[src/rtl/acp_pkg.sv]
// package: constants and types of the post-conversion compute unit
package acp_pkg;
    // register byte offsets
    localparam logic [7:0] OFS_CTRL = 8'h00;
    localparam logic [7:0] OFS_RPT = 8'h04;
    localparam logic [7:0] OFS_STAT = 8'h08;
    localparam logic [7:0] OFS_ACC = 8'h0c;
    localparam logic [7:0] OFS_FLTR = 8'h10;
    localparam logic [7:0] OFS_RES = 8'h14;
    // control register fields
    localparam int CTRL_MODE_LSB = 0;
    localparam int CTRL_SHIFT_LSB = 4;
    localparam int CTRL_DSEN_BIT = 8;
    localparam int CTRL_CONT_BIT = 9;
    localparam int CTRL_RCCLK_BIT = 10;
    localparam int CTRL_GO_BIT = 16;
    localparam int CTRL_CLR_BIT = 17;
    localparam int CTRL_CAP_LSB = 24;
    // status register fields
    localparam int STAT_DONE_BIT = 0;
    localparam int STAT_THR_BIT = 1;
    localparam int STAT_AOV_BIT = 2;
    localparam int STAT_CNT_LSB = 8;
    // result register fields
    localparam int RES_PREV_LSB = 16;
    // widths
    localparam int RES_W = 10;
    localparam int CAP_W = 5;
    // computation mode codes
    localparam logic [2:0] MODE_BASIC = 3'h0;
    localparam logic [2:0] MODE_ACCUM = 3'h1;
    localparam logic [2:0] MODE_AVG = 3'h2;
    localparam logic [2:0] MODE_BURST = 3'h3;
    localparam logic [2:0] MODE_LPF = 3'h4;
    // reset value and counter limit
    localparam logic [7:0] RPT_RST = 8'h00;
    localparam logic [7:0] CNT_MAX = 8'hff;
    // accumulator clear latency, in clock cycles of the compute clock
    localparam logic [2:0] CLR_CYC_RC = 3'h5;
    localparam logic [2:0] CLR_CYC_SYS = 3'h1;
    // sample from the conversion core
    typedef struct packed {
        logic done;
        logic [RES_W-1:0] result;
    } acp_conv_t;
    // threshold test request toward the comparator
    typedef struct packed {
        logic test;
        logic aov;
    } acp_thr_t;
endpackage

[src/rtl/acp_compute.sv]
// post-conversion compute unit with AHB-Lite register slave
//
// Overview of operation
// - extra hold capacitance follows its select, disconnected while converting.
// - three-bit mode field: 0 basic, 1 accumulate, 2 average, 3 burst, 4 lowpass.
// - basic mode keeps accumulator and counter; done flag and test every sample.
// - accumulate mode adds sample, counter increments and holds at ff.
// - accumulate mode sets done each conversion and tests every sample.
// - average mode: counter at/above repeat restarts at 1 with sample loaded.
// - average and lowpass test only when counter reaches repeat setting.
// - burst: start clears accumulator and counter, reconverts until count reached.
// - lowpass: accumulator becomes sample plus accumulator minus shifted accumulator.
// - lowpass: after repeat count every trigger updates and tests again.
// - double sampling feeds current result minus previous result.
// - shift divisions truncate toward lower value, never round.
// - accumulator is 16-bit signed, readable as one 16-bit word at the acc offset.
// - counter increments with each accumulated sample; target is repeat register.
// - clear bit clears accumulator, counter and overflow flag.
// - clear takes five cycles when running from the rc oscillator.
// - three-bit shift forms filter output from the accumulator.
// - lowpass cut-off set by shift, 1 to 5 from 0.72 to 0.032 rad.
// - burst keeps retriggering even with continuous sampling off.
//
// Design decisions made here: the placing of the registers and register access over AHB-Lite.
`timescale 1ns/10ps
module acp_compute
(
    // clock and reset
    input wire logic mclk,
    input wire logic sys_rst,
    // ahb-lite slave
    input wire logic hsel,
    input wire logic [31:0] haddr,
    input wire logic [1:0] htrans,
    input wire logic hwrite,
    input wire logic [2:0] hsize,
    input wire logic [31:0] hwdata,
    input wire logic hready,
    output logic hreadyout,
    output logic hresp,
    output logic [31:0] hrdata,
    // conversion core
    input wire acp_pkg::acp_conv_t conv,
    input wire logic conv_phase,
    output logic conv_go,
    output logic [acp_pkg::CAP_W-1:0] hold_cap_en,
    // threshold comparator
    output acp_pkg::acp_thr_t thr
);
    // control state
    logic [2:0] compute_mode_field;
    logic [2:0] shift_setting;
    logic double_sample_enable;
    logic cont_enable;
    logic rc_clock_sel;
    logic [acp_pkg::CAP_W-1:0] extra_hold_cap_select;
    logic [7:0] repeat_setting;
    // datapath state
    logic signed [15:0] accumulator;
    logic signed [15:0] filter_output;
    logic [7:0] sample_counter;
    logic accumulator_overflow_flag;
    logic conversion_done_flag;
    logic threshold_interrupt_flag;
    logic [acp_pkg::RES_W-1:0] latest_result;
    logic [acp_pkg::RES_W-1:0] previous_result;
    logic pair_second;
    logic [2:0] clr_cnt;
    // bus data phase
    logic wr_pend;
    logic [7:0] wr_addr;

    // address phase decode
    wire logic addr_valid = hsel && hready && htrans[1];
    wire logic rd_take = addr_valid && !hwrite;
    wire logic wr_take = addr_valid && hwrite;
    wire logic [7:0] a_ofs = haddr[7:0];
    wire logic wr_ctrl = wr_pend && (wr_addr == acp_pkg::OFS_CTRL);
    wire logic wr_rpt = wr_pend && (wr_addr == acp_pkg::OFS_RPT);
    wire logic wr_stat = wr_pend && (wr_addr == acp_pkg::OFS_STAT);
    wire logic go_write = wr_ctrl && hwdata[acp_pkg::CTRL_GO_BIT];
    wire logic clr_write = wr_ctrl && hwdata[acp_pkg::CTRL_CLR_BIT];
    // a ctrl write rewrites every field: act on the written mode and clock select
    wire logic clr_rc_new = hwdata[acp_pkg::CTRL_RCCLK_BIT];
    wire logic burst_start =
        go_write && (hwdata[acp_pkg::CTRL_MODE_LSB +: 3] == acp_pkg::MODE_BURST);
    wire logic clr_fire = (clr_cnt == 3'h1);
    wire logic clr_busy = (clr_cnt != 3'h0);

    // mode decode
    wire logic m_basic = (compute_mode_field == acp_pkg::MODE_BASIC);
    wire logic m_avg = (compute_mode_field == acp_pkg::MODE_AVG);
    wire logic m_burst = (compute_mode_field == acp_pkg::MODE_BURST);
    wire logic m_lpf = (compute_mode_field == acp_pkg::MODE_LPF);
    wire logic m_restart = m_avg || m_burst;

    // sample formation: first of a pair is only stored
    wire logic signed [15:0] res_ext = 16'($signed({1'b0, conv.result}));
    wire logic signed [15:0] prev_ext = 16'($signed({1'b0, latest_result}));
    wire logic signed [15:0] samp =
        double_sample_enable ? res_ext - prev_ext : res_ext;
    wire logic sample_go = conv.done && (!double_sample_enable || pair_second);

    // counter and accumulator decisions
    wire logic cnt_reached = (sample_counter >= repeat_setting);
    wire logic restart = m_restart && cnt_reached;
    wire logic [7:0] cnt_inc =
        (sample_counter == acp_pkg::CNT_MAX) ? sample_counter : sample_counter + 8'h01;
    wire logic [7:0] cnt_after = restart ? 8'h01 : cnt_inc;
    wire logic test_due = m_basic || (compute_mode_field == acp_pkg::MODE_ACCUM) ||
        (cnt_after >= repeat_setting);
    wire logic retrig = cont_enable || (m_burst && (cnt_after < repeat_setting));

    // kernel
    logic signed [15:0] acc_next;
    logic ovf;
    logic signed [15:0] shifted;
    acp_kernel u_kernel
    (
        .acc(accumulator),
        .samp(samp),
        .shift(shift_setting),
        .lpf_sel(m_lpf),
        .load_sel(restart),
        .acc_next(acc_next),
        .ovf(ovf),
        .shifted(shifted)
    );

    // readback mux
    wire logic [31:0] ctrl_rd = {3'h0, extra_hold_cap_select, 6'h00, clr_busy, conv_go,
        5'h00, rc_clock_sel, cont_enable, double_sample_enable, 1'b0, shift_setting,
        1'b0, compute_mode_field};
    wire logic [31:0] stat_rd = {16'h0000, sample_counter, 5'h00,
        accumulator_overflow_flag, threshold_interrupt_flag, conversion_done_flag};
    wire logic [31:0] res_rd = {6'h00, previous_result, 6'h00, latest_result};
    wire logic [31:0] next_hrdata =
        (a_ofs == acp_pkg::OFS_CTRL) ? ctrl_rd :
        (a_ofs == acp_pkg::OFS_RPT) ? {24'h000000, repeat_setting} :
        (a_ofs == acp_pkg::OFS_STAT) ? stat_rd :
        (a_ofs == acp_pkg::OFS_ACC) ? {16'h0000, accumulator} :
        (a_ofs == acp_pkg::OFS_FLTR) ? {16'h0000, filter_output} :
        (a_ofs == acp_pkg::OFS_RES) ? res_rd : 32'h00000000;

    // bus slave: zero wait states, always okay
    always_ff @(posedge mclk)
    begin
        if (sys_rst)
        begin
            hreadyout <= 1'b0;
            hresp <= 1'b0;
            hrdata <= 32'h00000000;
            wr_pend <= 1'b0;
            wr_addr <= 8'h00;
        end
        else
        begin
            hreadyout <= 1'b1;
            hresp <= 1'b0;
            if (rd_take)
            begin
                hrdata <= next_hrdata;
            end
            wr_pend <= wr_take;
            wr_addr <= a_ofs;
        end
    end

    // software settings
    always_ff @(posedge mclk)
    begin
        if (sys_rst)
        begin
            compute_mode_field <= acp_pkg::MODE_BASIC;
            shift_setting <= 3'h0;
            double_sample_enable <= 1'b0;
            cont_enable <= 1'b0;
            rc_clock_sel <= 1'b0;
            extra_hold_cap_select <= 5'h00;
            repeat_setting <= acp_pkg::RPT_RST;
        end
        else
        begin
            if (wr_ctrl)
            begin
                compute_mode_field <= hwdata[acp_pkg::CTRL_MODE_LSB +: 3];
                shift_setting <= hwdata[acp_pkg::CTRL_SHIFT_LSB +: 3];
                double_sample_enable <= hwdata[acp_pkg::CTRL_DSEN_BIT];
                cont_enable <= hwdata[acp_pkg::CTRL_CONT_BIT];
                rc_clock_sel <= hwdata[acp_pkg::CTRL_RCCLK_BIT];
                extra_hold_cap_select <= hwdata[acp_pkg::CTRL_CAP_LSB +: acp_pkg::CAP_W];
            end
            if (wr_rpt)
            begin
                repeat_setting <= hwdata[7:0];
            end
        end
    end

    // clear sequencing: the rc clock needs several cycles to finish a clear
    always_ff @(posedge mclk)
    begin
        if (sys_rst)
        begin
            clr_cnt <= 3'h0;
        end
        else if (clr_write && !clr_busy)
        begin
            clr_cnt <= clr_rc_new ? acp_pkg::CLR_CYC_RC : acp_pkg::CLR_CYC_SYS;
        end
        else if (clr_busy)
        begin
            clr_cnt <= clr_cnt - 3'h1;
        end
    end

    // accumulator, counter, overflow; the clear wins over a sample in its cycle
    always_ff @(posedge mclk)
    begin
        if (sys_rst)
        begin
            accumulator <= 16'h0000;
            sample_counter <= 8'h00;
            accumulator_overflow_flag <= 1'b0;
            filter_output <= 16'h0000;
        end
        else if (clr_fire)
        begin
            accumulator <= 16'h0000;
            sample_counter <= 8'h00;
            accumulator_overflow_flag <= 1'b0;
        end
        else if (burst_start)
        begin
            accumulator <= 16'h0000;
            sample_counter <= 8'h00;
        end
        else if (sample_go && !m_basic)
        begin
            accumulator <= acc_next;
            sample_counter <= cnt_after;
            accumulator_overflow_flag <= accumulator_overflow_flag || ovf;
        end
        else
        begin
            filter_output <= shifted;
        end
    end

    // result capture and pairing for double sampling
    always_ff @(posedge mclk)
    begin
        if (sys_rst)
        begin
            latest_result <= 10'h000;
            previous_result <= 10'h000;
            pair_second <= 1'b0;
        end
        else if (conv.done)
        begin
            latest_result <= conv.result;
            previous_result <= latest_result;
            pair_second <= double_sample_enable && !pair_second;
        end
        else if (!double_sample_enable)
        begin
            pair_second <= 1'b0;
        end
    end

    // flags: hardware set wins over a software clear in the same cycle
    wire logic clr_done = wr_stat && hwdata[acp_pkg::STAT_DONE_BIT];
    wire logic clr_thr = wr_stat && hwdata[acp_pkg::STAT_THR_BIT];
    wire logic thr_set = sample_go && test_due;
    always_ff @(posedge mclk)
    begin
        if (sys_rst)
        begin
            conversion_done_flag <= 1'b0;
            threshold_interrupt_flag <= 1'b0;
        end
        else
        begin
            conversion_done_flag <= conv.done || (conversion_done_flag && !clr_done);
            threshold_interrupt_flag <= thr_set || (threshold_interrupt_flag && !clr_thr);
        end
    end

    // outward strobes and conversion start
    always_ff @(posedge mclk)
    begin
        if (sys_rst)
        begin
            thr <= '0;
            conv_go <= 1'b0;
            hold_cap_en <= 5'h00;
        end
        else
        begin
            thr.test <= thr_set;
            thr.aov <= accumulator_overflow_flag || (sample_go && !m_basic && ovf);
            hold_cap_en <= conv_phase ? 5'h00 : extra_hold_cap_select;
            if (go_write)
            begin
                conv_go <= 1'b1;
            end
            else if (sample_go)
            begin
                conv_go <= retrig;
            end
            else if (conv.done && !cont_enable && !m_burst)
            begin
                conv_go <= 1'b0;
            end
        end
    end
endmodule

[src/rtl/acp_kernel.sv]
// arithmetic kernel: accumulator update, overflow and shifted output
`timescale 1ns/10ps
module acp_kernel
(
    // operands
    input wire logic signed [15:0] acc,
    input wire logic signed [15:0] samp,
    input wire logic [2:0] shift,
    input wire logic lpf_sel,
    input wire logic load_sel,
    // results
    output logic signed [15:0] acc_next,
    output logic ovf,
    output logic signed [15:0] shifted
);
    // arithmetic shift floors: truncation toward the lower value, no rounding
    wire logic signed [15:0] acc_shr = acc >>> shift;
    wire logic signed [16:0] add_in = lpf_sel ? 17'(acc) - 17'(acc_shr) : 17'(acc);
    wire logic signed [16:0] sum = add_in + 17'(samp);
    wire logic [15:0] acc_trunc = sum[15:0];

    // load replaces the accumulator: no overflow possible
    assign acc_next = load_sel ? samp : acc_trunc;
    assign ovf = !load_sel && (sum[16] != sum[15]);
    assign shifted = acc_shr;
endmodule

[config.mk]
export PLATFORM = sky130hd
export DESIGN_NAME = acp_compute
export DESIGN_NICKNAME = d
export VERILOG_FILES = /design/src/rtl/acp_pkg.sv /design/src/rtl/acp_compute.sv /design/src/rtl/acp_kernel.sv
export SDC_FILE = /design/constraint.sdc
export NUM_CORES = 1
export LEC_CHECK = 0
export BUFFER_PORTS_ARGS = -buffer_cell sky130_fd_sc_hd__buf_2
export CAP_MARGIN = 10
export CORE_MARGIN = 3
export CORE_UTILIZATION = 60
export DETAILED_ROUTE_END_ITERATION = 10
export GPL_ROUTABILITY_DRIVEN = 0
export GPL_TIMING_DRIVEN = 0
export HOLD_SLACK_MARGIN = 0.03
export PLACE_DENSITY = 0.83
export SLEW_MARGIN = 20
export SYNTH_ARGS = -nofsm -noshare
export SYNTH_HDL_FRONTEND = slang
export SYNTH_SLANG_ARGS = --single-unit
[constraint.sdc]
create_clock -name mclk -period 13.4 [get_ports mclk]
set_input_delay 2.01 -clock mclk [delete_from_list [all_inputs] [get_ports mclk]]
set_output_delay 2.01 -clock mclk [all_outputs]
set_load 0.01 [all_outputs]
==> results.toml, run 1 <==
[outcome]
status = "completed"

[logic_synthesis]
yosysUniqueCellTypes = 74
netlist_top_cells_area = "dfxtp_1 31%, mux2i_1 11%, ha_1 8.9%"
avgSynthCellArea_sq_um = 8.136
synthMuxAreaShare_pct = 11.45
syn_area_sq_um = 8730
synth-xor-area-share_pct = 2.867
yosys.area.top_type = "dfxtp_1"
synth_flop_cell = "dfxtp_1"
synth_edf_count = 0
yosys.area_share.simple_pct = 18.98
async_flop_share_pct = 0
synth.most_common_cell = "nor2_1"
synthDominantCellAreaShare_pct = 31.19
synthAdderAreaFrac_pct = 9.574
synth_top_family_by_area = "compound AO/OA/AOI/OAI gates"
netlist_instances = 1073
yosys-top-cells-count = "141 x nor2_1, 136 x dfxtp_1, 94 x nand2_1"
ys_seq_area_share_pct = 31.19
ys_seq_elements = 136
synth_compound_area_share_pct = 20.88
yosysWarnings = 0

[critical_path]
cp-end-kind = "flop"
cp_slowest_stage_delay_ns = 0.61
crit_buf_inv = 2
worst_path_most_repeated_cell = "mux2i_1"
critPathLaunch = "shift_setting[1]"
path_delay_family = "compound AO/OA/AOI/OAI gates"
crit_fanout = 10
worstSetupPathType = "flop to flop"
arrival_ns = 6.80
reg2reg_from = "shift_setting[1]"
start_kind = "flop"
cp_cell_sequence = "clkbuf_1 -> buf_1 -> mux2i_1 -> mux2i_1 -> mux2i_1 -> ha_1 -> a211oi_1 -> a21oi_1 -> o21ai_1 -> nand2_1 -> a21o_1 -> a21oi_1 -> xnor2_1 -> o21ai_1 -> ha_1 -> o21a_1 -> o21a_1 -> o21ai_1 -> mux2i_1 -> o311ai_4 -> xor2_1 -> xnor3_1 -> a2111oi_2"
required_ns = 13.72
slowest_stage = "buf_1"

[die]
coreArea_sq_um = 14040
start_util_pct = 62.17
dieArea_sq_um = 16030
die_w_um = 126.6
die_h_um = 126.6
fp-row-count = 43
boundaryPins = 128

[finish]
fin_area_sq_um = 10000
fin_nets = 1323
syn_to_final_growth_pct = 14.59
antenna_cells = 0
drive_above_1_share_pct = 11.98

[detailed_routing]
ant_nets = 0
drt_iter0_markers = 934
drc_errors = 0
postRouteWirelength_um = 26080
avgViaCountPerCell = 6.277
first_pass_iters = 5
vias = 8568
avgRoutedWirePerCell_um = 19.11

[cts]
cts.sinks = 136
post_cts_buffers = 0
ctsHoldBuffers = 0
cts_resized = 0
clk_latency_ns = 0.43
clk_pin_slew_ns = 0.06
clock_path_buffers = 2
clockRootBuffer = "clkbuf_16"
htree_levels = 4
numCtsBuffers = 17
cts_tree = "yes"

[placed_design]
post_dp_cell_area_sq_um = 9356
portBuffers = 77
dp_hpwl_um = 19640

[grt]
grt_pass1_vias = 7891
overflow = 0
grt_max_degree = 17
groute.usage.overall_pct = 32.00
antenna_found_initial = 0
grt_pass1_wl_um = 40880

[timing]
drv_slew = 0
fin_tns_setup_ns = 0
fmax_mhz = 154.2
finalCriticalPeriod_ns = 6.483
whs_ns = 0.4486
fin_crit_sh_pct = 48.38
finalSetupViolCount = 0
hold_viol = 0
slew_headroom_pct = 32.62
fin_skew_ns = 0.008329
rsz0062_at_grt = "false"
max_slew.worst_pin.slew_ns = 1.003

[power]
p_per_area_nw_per_um2 = 112.2
p_leak_nw = 4.229
power_mw = 1.122
vdd_drop_max_uv = 93.16

[worst_hold_path]
worstHoldPathType = "flop to flop"
hold_start = "hrdata[19]"

[flow_run]
cap_violations = 0
-- logic make-up after synthesis --
family,after synthesis
mux,99
fa+ha+maj,65
xor+xnor,27
compound gates,271
flops,136
buf+inv,111
simple gates,363
other cells,1
-- metal layers --
metal  wire (um)  global-route usage, %  vias to the layer above  share of wire, %
met1       10680                  42.07                     3907                41
met5           0                      0                        -                 0
li1            -                      -                     4044                 -
met2       11380                  50.19                      518                44
met3        2755                  6.863                       99                11
met4        1269                  15.27                        0               4.9
-- cell type report --
cell class,count,area (sq um)
inverters,46,172.7
repair buffers,77,385.4
multi-input cells,829,5585
flip-flops and latches,136,2723
plain buffers,65,265.3
clock buffers,21,450.4
fillers,1086,4039
well taps,180,225.2
clock inverters,11,196.4
-- through the flow --
stage | util (%) | std cells | worst slack (ns)
finish | 71.24 | 1365 | 6.917
global placement | 66.60 | 1333 | 6.989
floorplan | - | 1076 | 7.540
detailed placement | 66.63 | 1333 | 6.881
global route | 71.24 | 1365 | 6.609
CTS | 71.24 | 1365 | 7.017
-- cells in the final DEF, fill, tap and decap left out, drive strengths merged, types with 17 or more instances in the layout --
cell type  instances
a211oi            34
clkbuf            71
nand3             27
o21ai             59
mux2i             92
nor3              30
dfxtp            136
buf               92
xnor2             17
ha                62
inv               46
a21oi             69
nand2             94
nor2             141
-- flip-flops by register name, indices dropped and copies added (netlist names), 2 cells and up --
signal / count
latest_result: 10
sample_counter: 8
wr_addr: 8
previous_result: 10
hrdata: 29
hold_cap_en: 5
thr: 2
filter_output: 16
accumulator: 16
clr_cnt: 3
extra_hold_cap_select: 5
shift_setting: 3
compute_mode_field: 3
repeat_setting: 8
-- final timing paths --
check | endpoint | slack, ns | depth (start not counted)
setup / recovery | accumulator_overflow_flag | 6.92 | 23
hold / removal | hrdata[19] | 0.45 | 2
setup reg to reg | accumulator_overflow_flag | 6.92 | 23
hold reg to reg | hrdata[19] | 0.45 | 2
-- worst min-delay path, cell delays in order (launching register included) --
cell     delay, ns
dfxtp_1       0.30
nand2_1       0.05
a21oi_1       0.05
-- where the power goes --
group          total, mW  switching, mW  internal (mW)
clock network      0.515          0.180          0.335
logic              0.166          0.105         0.0609
registers          0.441         0.0148          0.426
total               1.12          0.299          0.823
Note: power is estimated with default switching activity, not from simulation.
==> inputs of run 2 (changes only) <==
--- a/config.mk
+++ b/config.mk
@@ -5,15 +5,16 @@
 export SDC_FILE = /design/constraint.sdc
 export NUM_CORES = 1
 export LEC_CHECK = 0
+export ABC_AREA = 1
 export BUFFER_PORTS_ARGS = -buffer_cell sky130_fd_sc_hd__buf_2
 export CAP_MARGIN = 10
 export CORE_MARGIN = 3
-export CORE_UTILIZATION = 60
+export CORE_UTILIZATION = 58
 export DETAILED_ROUTE_END_ITERATION = 10
 export GPL_ROUTABILITY_DRIVEN = 0
 export GPL_TIMING_DRIVEN = 0
 export HOLD_SLACK_MARGIN = 0.03
-export PLACE_DENSITY = 0.83
+export PLACE_DENSITY = 0.81
 export SLEW_MARGIN = 20
 export SYNTH_ARGS = -nofsm -noshare
 export SYNTH_HDL_FRONTEND = slang
==> constraint.sdc (replaced) <==
create_clock -name mclk -period 6.8 [get_ports mclk]
set_input_delay 1.02 -clock mclk [delete_from_list [all_inputs] [get_ports mclk]]
set_output_delay 1.02 -clock mclk [all_outputs]
set_load 0.01 [all_outputs]
==> results.toml, run 2 <==
[outcome]
status = "completed"

[finish]
syn_to_final_growth_pct = 14.24
fin_nets = 1507
largest_reg_flops = 29
mostFrequentLayoutCells = "233 x nand2_1, 154 x a21oi_1, 140 x inv_1"
reg_top3 = "hrdata x29, accumulator x16, filter_output x16"
drive_above_1_share_pct = 13.81
regMostFlops = "hrdata"
fill_cells = 1234
regArea_sq_um = 2723
final_util_pct = 68.43
multi_input_area_sq_um = 5223
antenna_cells = 0
mostFrequentLayoutCell = "nand2_1"

[timing]
finalCriticalPeriod_ns = 4.701
rsz0062_at_grt = "false"
fin_skew_ns = 0.009435
drv_slew = 0
fin_tns_setup_ns = 0
finalSetupViolCount = 0
fmax_mhz = 212.7
max_slew.worst_pin.slew_ns = 0.7439
slew_headroom_pct = 50.41
setup_ws_ns = 2.099
hold_viol = 0
fin_crit_sh_pct = 69.13

[die]
coreArea_sq_um = 14640
boundaryPins = 128
fp-row-count = 44
die_w_um = 129.0
die_h_um = 129.0
start_util_pct = 59.90
dieArea_sq_um = 16640

[grt]
groute.usage.overall_pct = 31.47
grt_max_degree = 17
overflow = 0
grt_pass1_wl_um = 41390
antenna_found_initial = 0
grt_pass1_vias = 8245

[logic_synthesis]
ys_seq_area_share_pct = 31.04
ys_seq_elements = 136
synth.most_common_cell = "nand2_1"
async_flop_share_pct = 0
synth_edf_count = 0
yosys.area.top_type = "dfxtp_1"
yosysUniqueCellTypes = 53
netlist_top_cells_area = "dfxtp_1 31%, nand2_1 10%, ha_1 8.8%"
yosysWarnings = 0
synthDominantCellAreaShare_pct = 31.04
synth_flop_cell = "dfxtp_1"
yosys-top-cells-count = "233 x nand2_1, 154 x a21oi_1, 140 x inv_1"
avgSynthCellArea_sq_um = 6.990
netlist_instances = 1255
syn_area_sq_um = 8772

[cts]
htree_levels = 4
clock_path_buffers = 2
clk_pin_slew_ns = 0.07
clk_latency_ns = 0.43
numCtsBuffers = 17
cts_resized = 0
post_cts_buffers = 0
cts.sinks = 136
clockRootBuffer = "clkbuf_16"
cts_tree = "yes"
ctsHoldBuffers = 0

[detailed_routing]
drc_errors = 0
avgViaCountPerCell = 5.873
avgRoutedWirePerCell_um = 17.05
vias = 9120
postRouteWirelength_um = 26480
drt_iter0_markers = 1032
ant_nets = 0
first_pass_iters = 7

[power]
vdd_drop_max_uv = 181.6
p_leak_nw = 4.571
p_per_area_nw_per_um2 = 219.6

[critical_path]
required_ns = 7.15
start_kind = "flop"
cp_slowest_stage_delay_ns = 0.42
arrival_ns = 5.05
worst_path_most_repeated_cell = "nand2_1"
cp-end-kind = "flop"
slowest_stage = "dfxtp_1"
crit_fanout = 10
worstSetupPathType = "flop to flop"

[worst_hold_path]
worstHoldPathType = "flop to flop"

[placed_design]
portBuffers = 79
dp_slack_ns = 2.230
dp_hpwl_um = 20520

[flow_run]
cap_violations = 0
==> run 2: cell types whose count changed after synthesis, moves of 18 or more <==
cell,before,now
nand2_1,94,233
inv_2,1,20
o21ai_0,44,134
a21oi_1,67,154
nor2_1,141,100
nand3_1,27,45
o211ai_1,3,22
nor3_1,29,6
mux2i_1,92,5
inv_1,45,140
a211oi_1,33,7
clkbuf_1,50,31
==> run 2: cell families (layout without fill, tap and decap cells) <==
| kind of cell | count (synthesis) | count (layout) | share of synthesized area [%] |
|---|---|---|---|
| compound gates | 385 | 385 | 25.45 |
| xor+xnor | 30 | 30 | 2.995 |
| fa+ha+maj | 65 | 65 | 9.528 |
| buf+inv | 209 | 320 | 9.556 |
| flops | 136 | 136 | 31.04 |
| mux | 5 | 5 | 0.5706 |
| other cells | 1 | 4 | 0.04275 |
| simple gates | 424 | 424 | 20.82 |
==> run 2: layer usage <==
layer	routed length (um)	part of all wire, %	global-route usage (%)
met5	0	0	0
met4	859	3.2	12.17
met3	2378	9.0	5.313
met2	12150	46	50.49
met1	11090	42	42.44
==> run 2: through the flow <==
stage / cells / hold slack [ns] / total power [mW] / cell area, sq um
after floorplan: 1258 / 0.4289 / 1.137 / 8783
after global placement: 1521 / 0.4402 / 1.224 / 9409
after detailed placement: 1521 / 0.4519 / 1.236 / 9409
after CTS: 1553 / 0.4610 / 2.186 / 10020
after global routing: 1553 / 0.4717 / 2.277 / 10020
final: 1553 / 0.4586 / 2.201 / 10020
==> run 2: critical path, delay by kind of cell (launching register included) <==
family          cells  cell delay, ns
simple gates       12            1.19
compound gates      8            1.19
fa+ha+maj           3            0.95
buf+inv             2            0.44
flops               1            0.42
mux                 1            0.25
xor+xnor            1            0.18
==> run 2: layout make-up <==
cell class	count	area share (%)
inverters	163	6.156
clock buffers	17	4.245
well taps	184	2.297
clock inverters	15	1.860
multi-input cells	913	52.12
flip-flops and latches	136	27.17
plain buffers	46	2.210
repair buffers	79	3.946
==> run 2: final timing paths <==
| kind | from | end | slack (ns) | cells after the start |
|---|---|---|---|---|
| max | shift_setting[0] | thr[0] | 2.10 | 27 |
| max reg2reg | shift_setting[0] | thr[0] | 2.10 | 27 |
| min | hrdata[6] | hrdata[6] | 0.46 | 2 |
| min reg2reg | hrdata[6] | hrdata[6] | 0.46 | 2 |
==> run 2: report_power, final <==
part	leakage (nW)	total [mW]	internal (mW)	switching, mW
combinational	3.16	0.359	0.125	0.235
clock	0.299	0.971	0.584	0.387
sequential	1.11	0.870	0.844	0.0260
total	4.57	2.20	1.55	0.648
==> inputs of run 3 (changes only) <==
--- a/config.mk
+++ b/config.mk
@@ -9,12 +9,12 @@
 export BUFFER_PORTS_ARGS = -buffer_cell sky130_fd_sc_hd__buf_2
 export CAP_MARGIN = 10
 export CORE_MARGIN = 3
-export CORE_UTILIZATION = 58
+export CORE_UTILIZATION = 53
 export DETAILED_ROUTE_END_ITERATION = 10
 export GPL_ROUTABILITY_DRIVEN = 0
 export GPL_TIMING_DRIVEN = 0
 export HOLD_SLACK_MARGIN = 0.03
-export PLACE_DENSITY = 0.81
+export PLACE_DENSITY = 0.78
 export SLEW_MARGIN = 20
 export SYNTH_ARGS = -nofsm -noshare
 export SYNTH_HDL_FRONTEND = slang
==> constraint.sdc (replaced) <==
create_clock -name mclk -period 4.25 [get_ports mclk]
set_input_delay 0.6375 -clock mclk [delete_from_list [all_inputs] [get_ports mclk]]
set_output_delay 0.6375 -clock mclk [all_outputs]
set_load 0.01 [all_outputs]
==> results.toml, run 3 (same netlist as run 2, synthesis figures left out) <==
[cts]
cts.sinks = 136
numCtsBuffers = 17
clk_pin_slew_ns = 0.06
clk_latency_ns = 0.44
htree_levels = 4
cts_tree = "yes"
clockRootBuffer = "clkbuf_16"
clock_path_buffers = 2

[finish]
mostFrequentLayoutCells = "228 x nand2_1, 145 x a21oi_1, 137 x inv_1"
reg_top3 = "hrdata x29, accumulator x16, filter_output x16"
largest_reg_flops = 29
multi_input_area_sq_um = 5443
fill_cells = 1369
drive_above_1_share_pct = 19.38
antenna_cells = 0
regMostFlops = "hrdata"
regArea_sq_um = 2740
fin_nets = 1531
mostFrequentLayoutCell = "nand2_1"
syn_to_final_growth_pct = 19.26
final_util_pct = 65.15

[power]
p_per_area_nw_per_um2 = 323.8
vdd_drop_max_uv = 320.1
p_leak_nw = 4.736

[grt]
antenna_found_initial = 0
grt_pass1_vias = 8138
grt_pass1_wl_um = 41810
overflow = 0
grt_max_degree = 17
groute.usage.overall_pct = 28.96

[detailed_routing]
drt_iter0_markers = 1033
avgRoutedWirePerCell_um = 17.15
avgViaCountPerCell = 5.767
drc_errors = 0
vias = 9279
ant_nets = 0
first_pass_iters = 5
postRouteWirelength_um = 27590

[timing]
max_slew.worst_pin.slew_ns = 0.7685
slew_headroom_pct = 48.77
whs_ns = 0.4217
drv_slew = 0
setup_ws_ns = 0.1038
hold_viol = 0
fin_skew_ns = 0.01108
finalCriticalPeriod_ns = 4.146
rsz0062_at_grt = "true"
fin_crit_sh_pct = 97.56
fmax_mhz = 241.2
finalSetupViolCount = 0

[die]
dieArea_sq_um = 18130
fp-row-count = 46
die_h_um = 134.7
die_w_um = 134.7
start_util_pct = 54.63
coreArea_sq_um = 16060
boundaryPins = 128

[critical_path]
required_ns = 4.61
start_kind = "flop"
worstSetupPathType = "flop to flop"
crit_fanout = 10
arrival_ns = 4.50
cp-end-kind = "flop"

[flow_run]
cap_violations = 0

[placed_design]
dp_slack_ns = -0.3355
dp_hpwl_um = 20730
portBuffers = 79

[worst_hold_path]
worstHoldPathType = "input pin to flop"

[outcome]
status = "completed"
## run 3: cell count changes in the layout (fill, tap and decap cells not counted), sizes merged
cell,delta
bufinv,-3
clkinvlp,+1
clkbuf,-2
buf,+27
clkinv,+1
## run 3: metal layers
metal	part of all wire [%]	global-route usage [%]	vias up	wire, um
met5	0	0	-	0
met4	4.0	10.97	0	1112
met3	8.3	5.030	103	2297
met2	46	46.58	444	12570
met1	42	39.01	4246	11610
li1	-	-	4486	-
## run 3: worst max-delay path: stages (launching register included)
cell and delay (ns):
dfxtp_2 0.38, inv_1 0.17, buf_2 0.32, nand2_1 0.09, o21ai_1 0.15, ha_1 0.34
a21o_1 0.24, nand2_1 0.06, nand2_1 0.06, nand2_1 0.07, nand3_1 0.12, nand2_1 0.10
nand2_1 0.08, o21ai_1 0.15, o21ai_0 0.12, ha_1 0.36, buf_4 0.14, nand2_1 0.05
inv_1 0.09, nand3_1 0.14, nor3_2 0.14, a21oi_1 0.10, nand3_1 0.12, nand2_1 0.09
nand2_2 0.10, nand3_4 0.11, a21oi_2 0.16
## run 3: path summary, 6_finish.rpt
kind / start / endpoint / slack (ns) / depth (start not counted)
setup / recovery: shift_setting[2] / thr[0] / 0.10 / 26
hold / removal: haddr[6] / wr_addr[6] / 0.42 / 3
setup reg to reg: shift_setting[2] / thr[0] / 0.10 / 26
hold reg to reg: filter_output[15] / filter_output[15] / 0.46 / 2
## run 3: power by group
group	internal [mW]	switching, mW	total, mW
logic	0.210	0.383	0.593
clock network	0.774	0.627	1.40
registers	1.35	0.0434	1.39
## run 3: layout make-up
| type | count | area share (%) |
|---|---|---|
| clock inverters | 14 | 1.088 |
| plain buffers | 46 | 2.488 |
| inverters | 163 | 5.920 |
| repair buffers | 103 | 5.502 |
| flip-flops and latches | 136 | 26.19 |
| multi-input cells | 913 | 52.03 |
| clock buffers | 18 | 4.198 |
| well taps | 216 | 2.583 |
## run 3: stage by stage
stage	TNS (ns)	instances	cell area [sq um]	power (mW)
2_1_floorplan	0	1258	8783	1.819
3_3_place_gp	-0.4714	1553	9449	1.962
3_5_place_dp	-0.7628	1553	9449	1.976
4_1_cts	0	1588	10080	3.356
5_1_grt	-0.3849	1609	10460	3.506
6_report	0	1609	10460	3.387
## run 3: timing repair
| item | in CTS | in global routing |
|---|---|---|
| hold buffers | 0 | 0 |
| setup buffers | 3 | 21 |
| pin swaps | 3 | 37 |
| gates resized for setup | 21 | 93 |
| setup endpoints to repair | 6 | 9 |
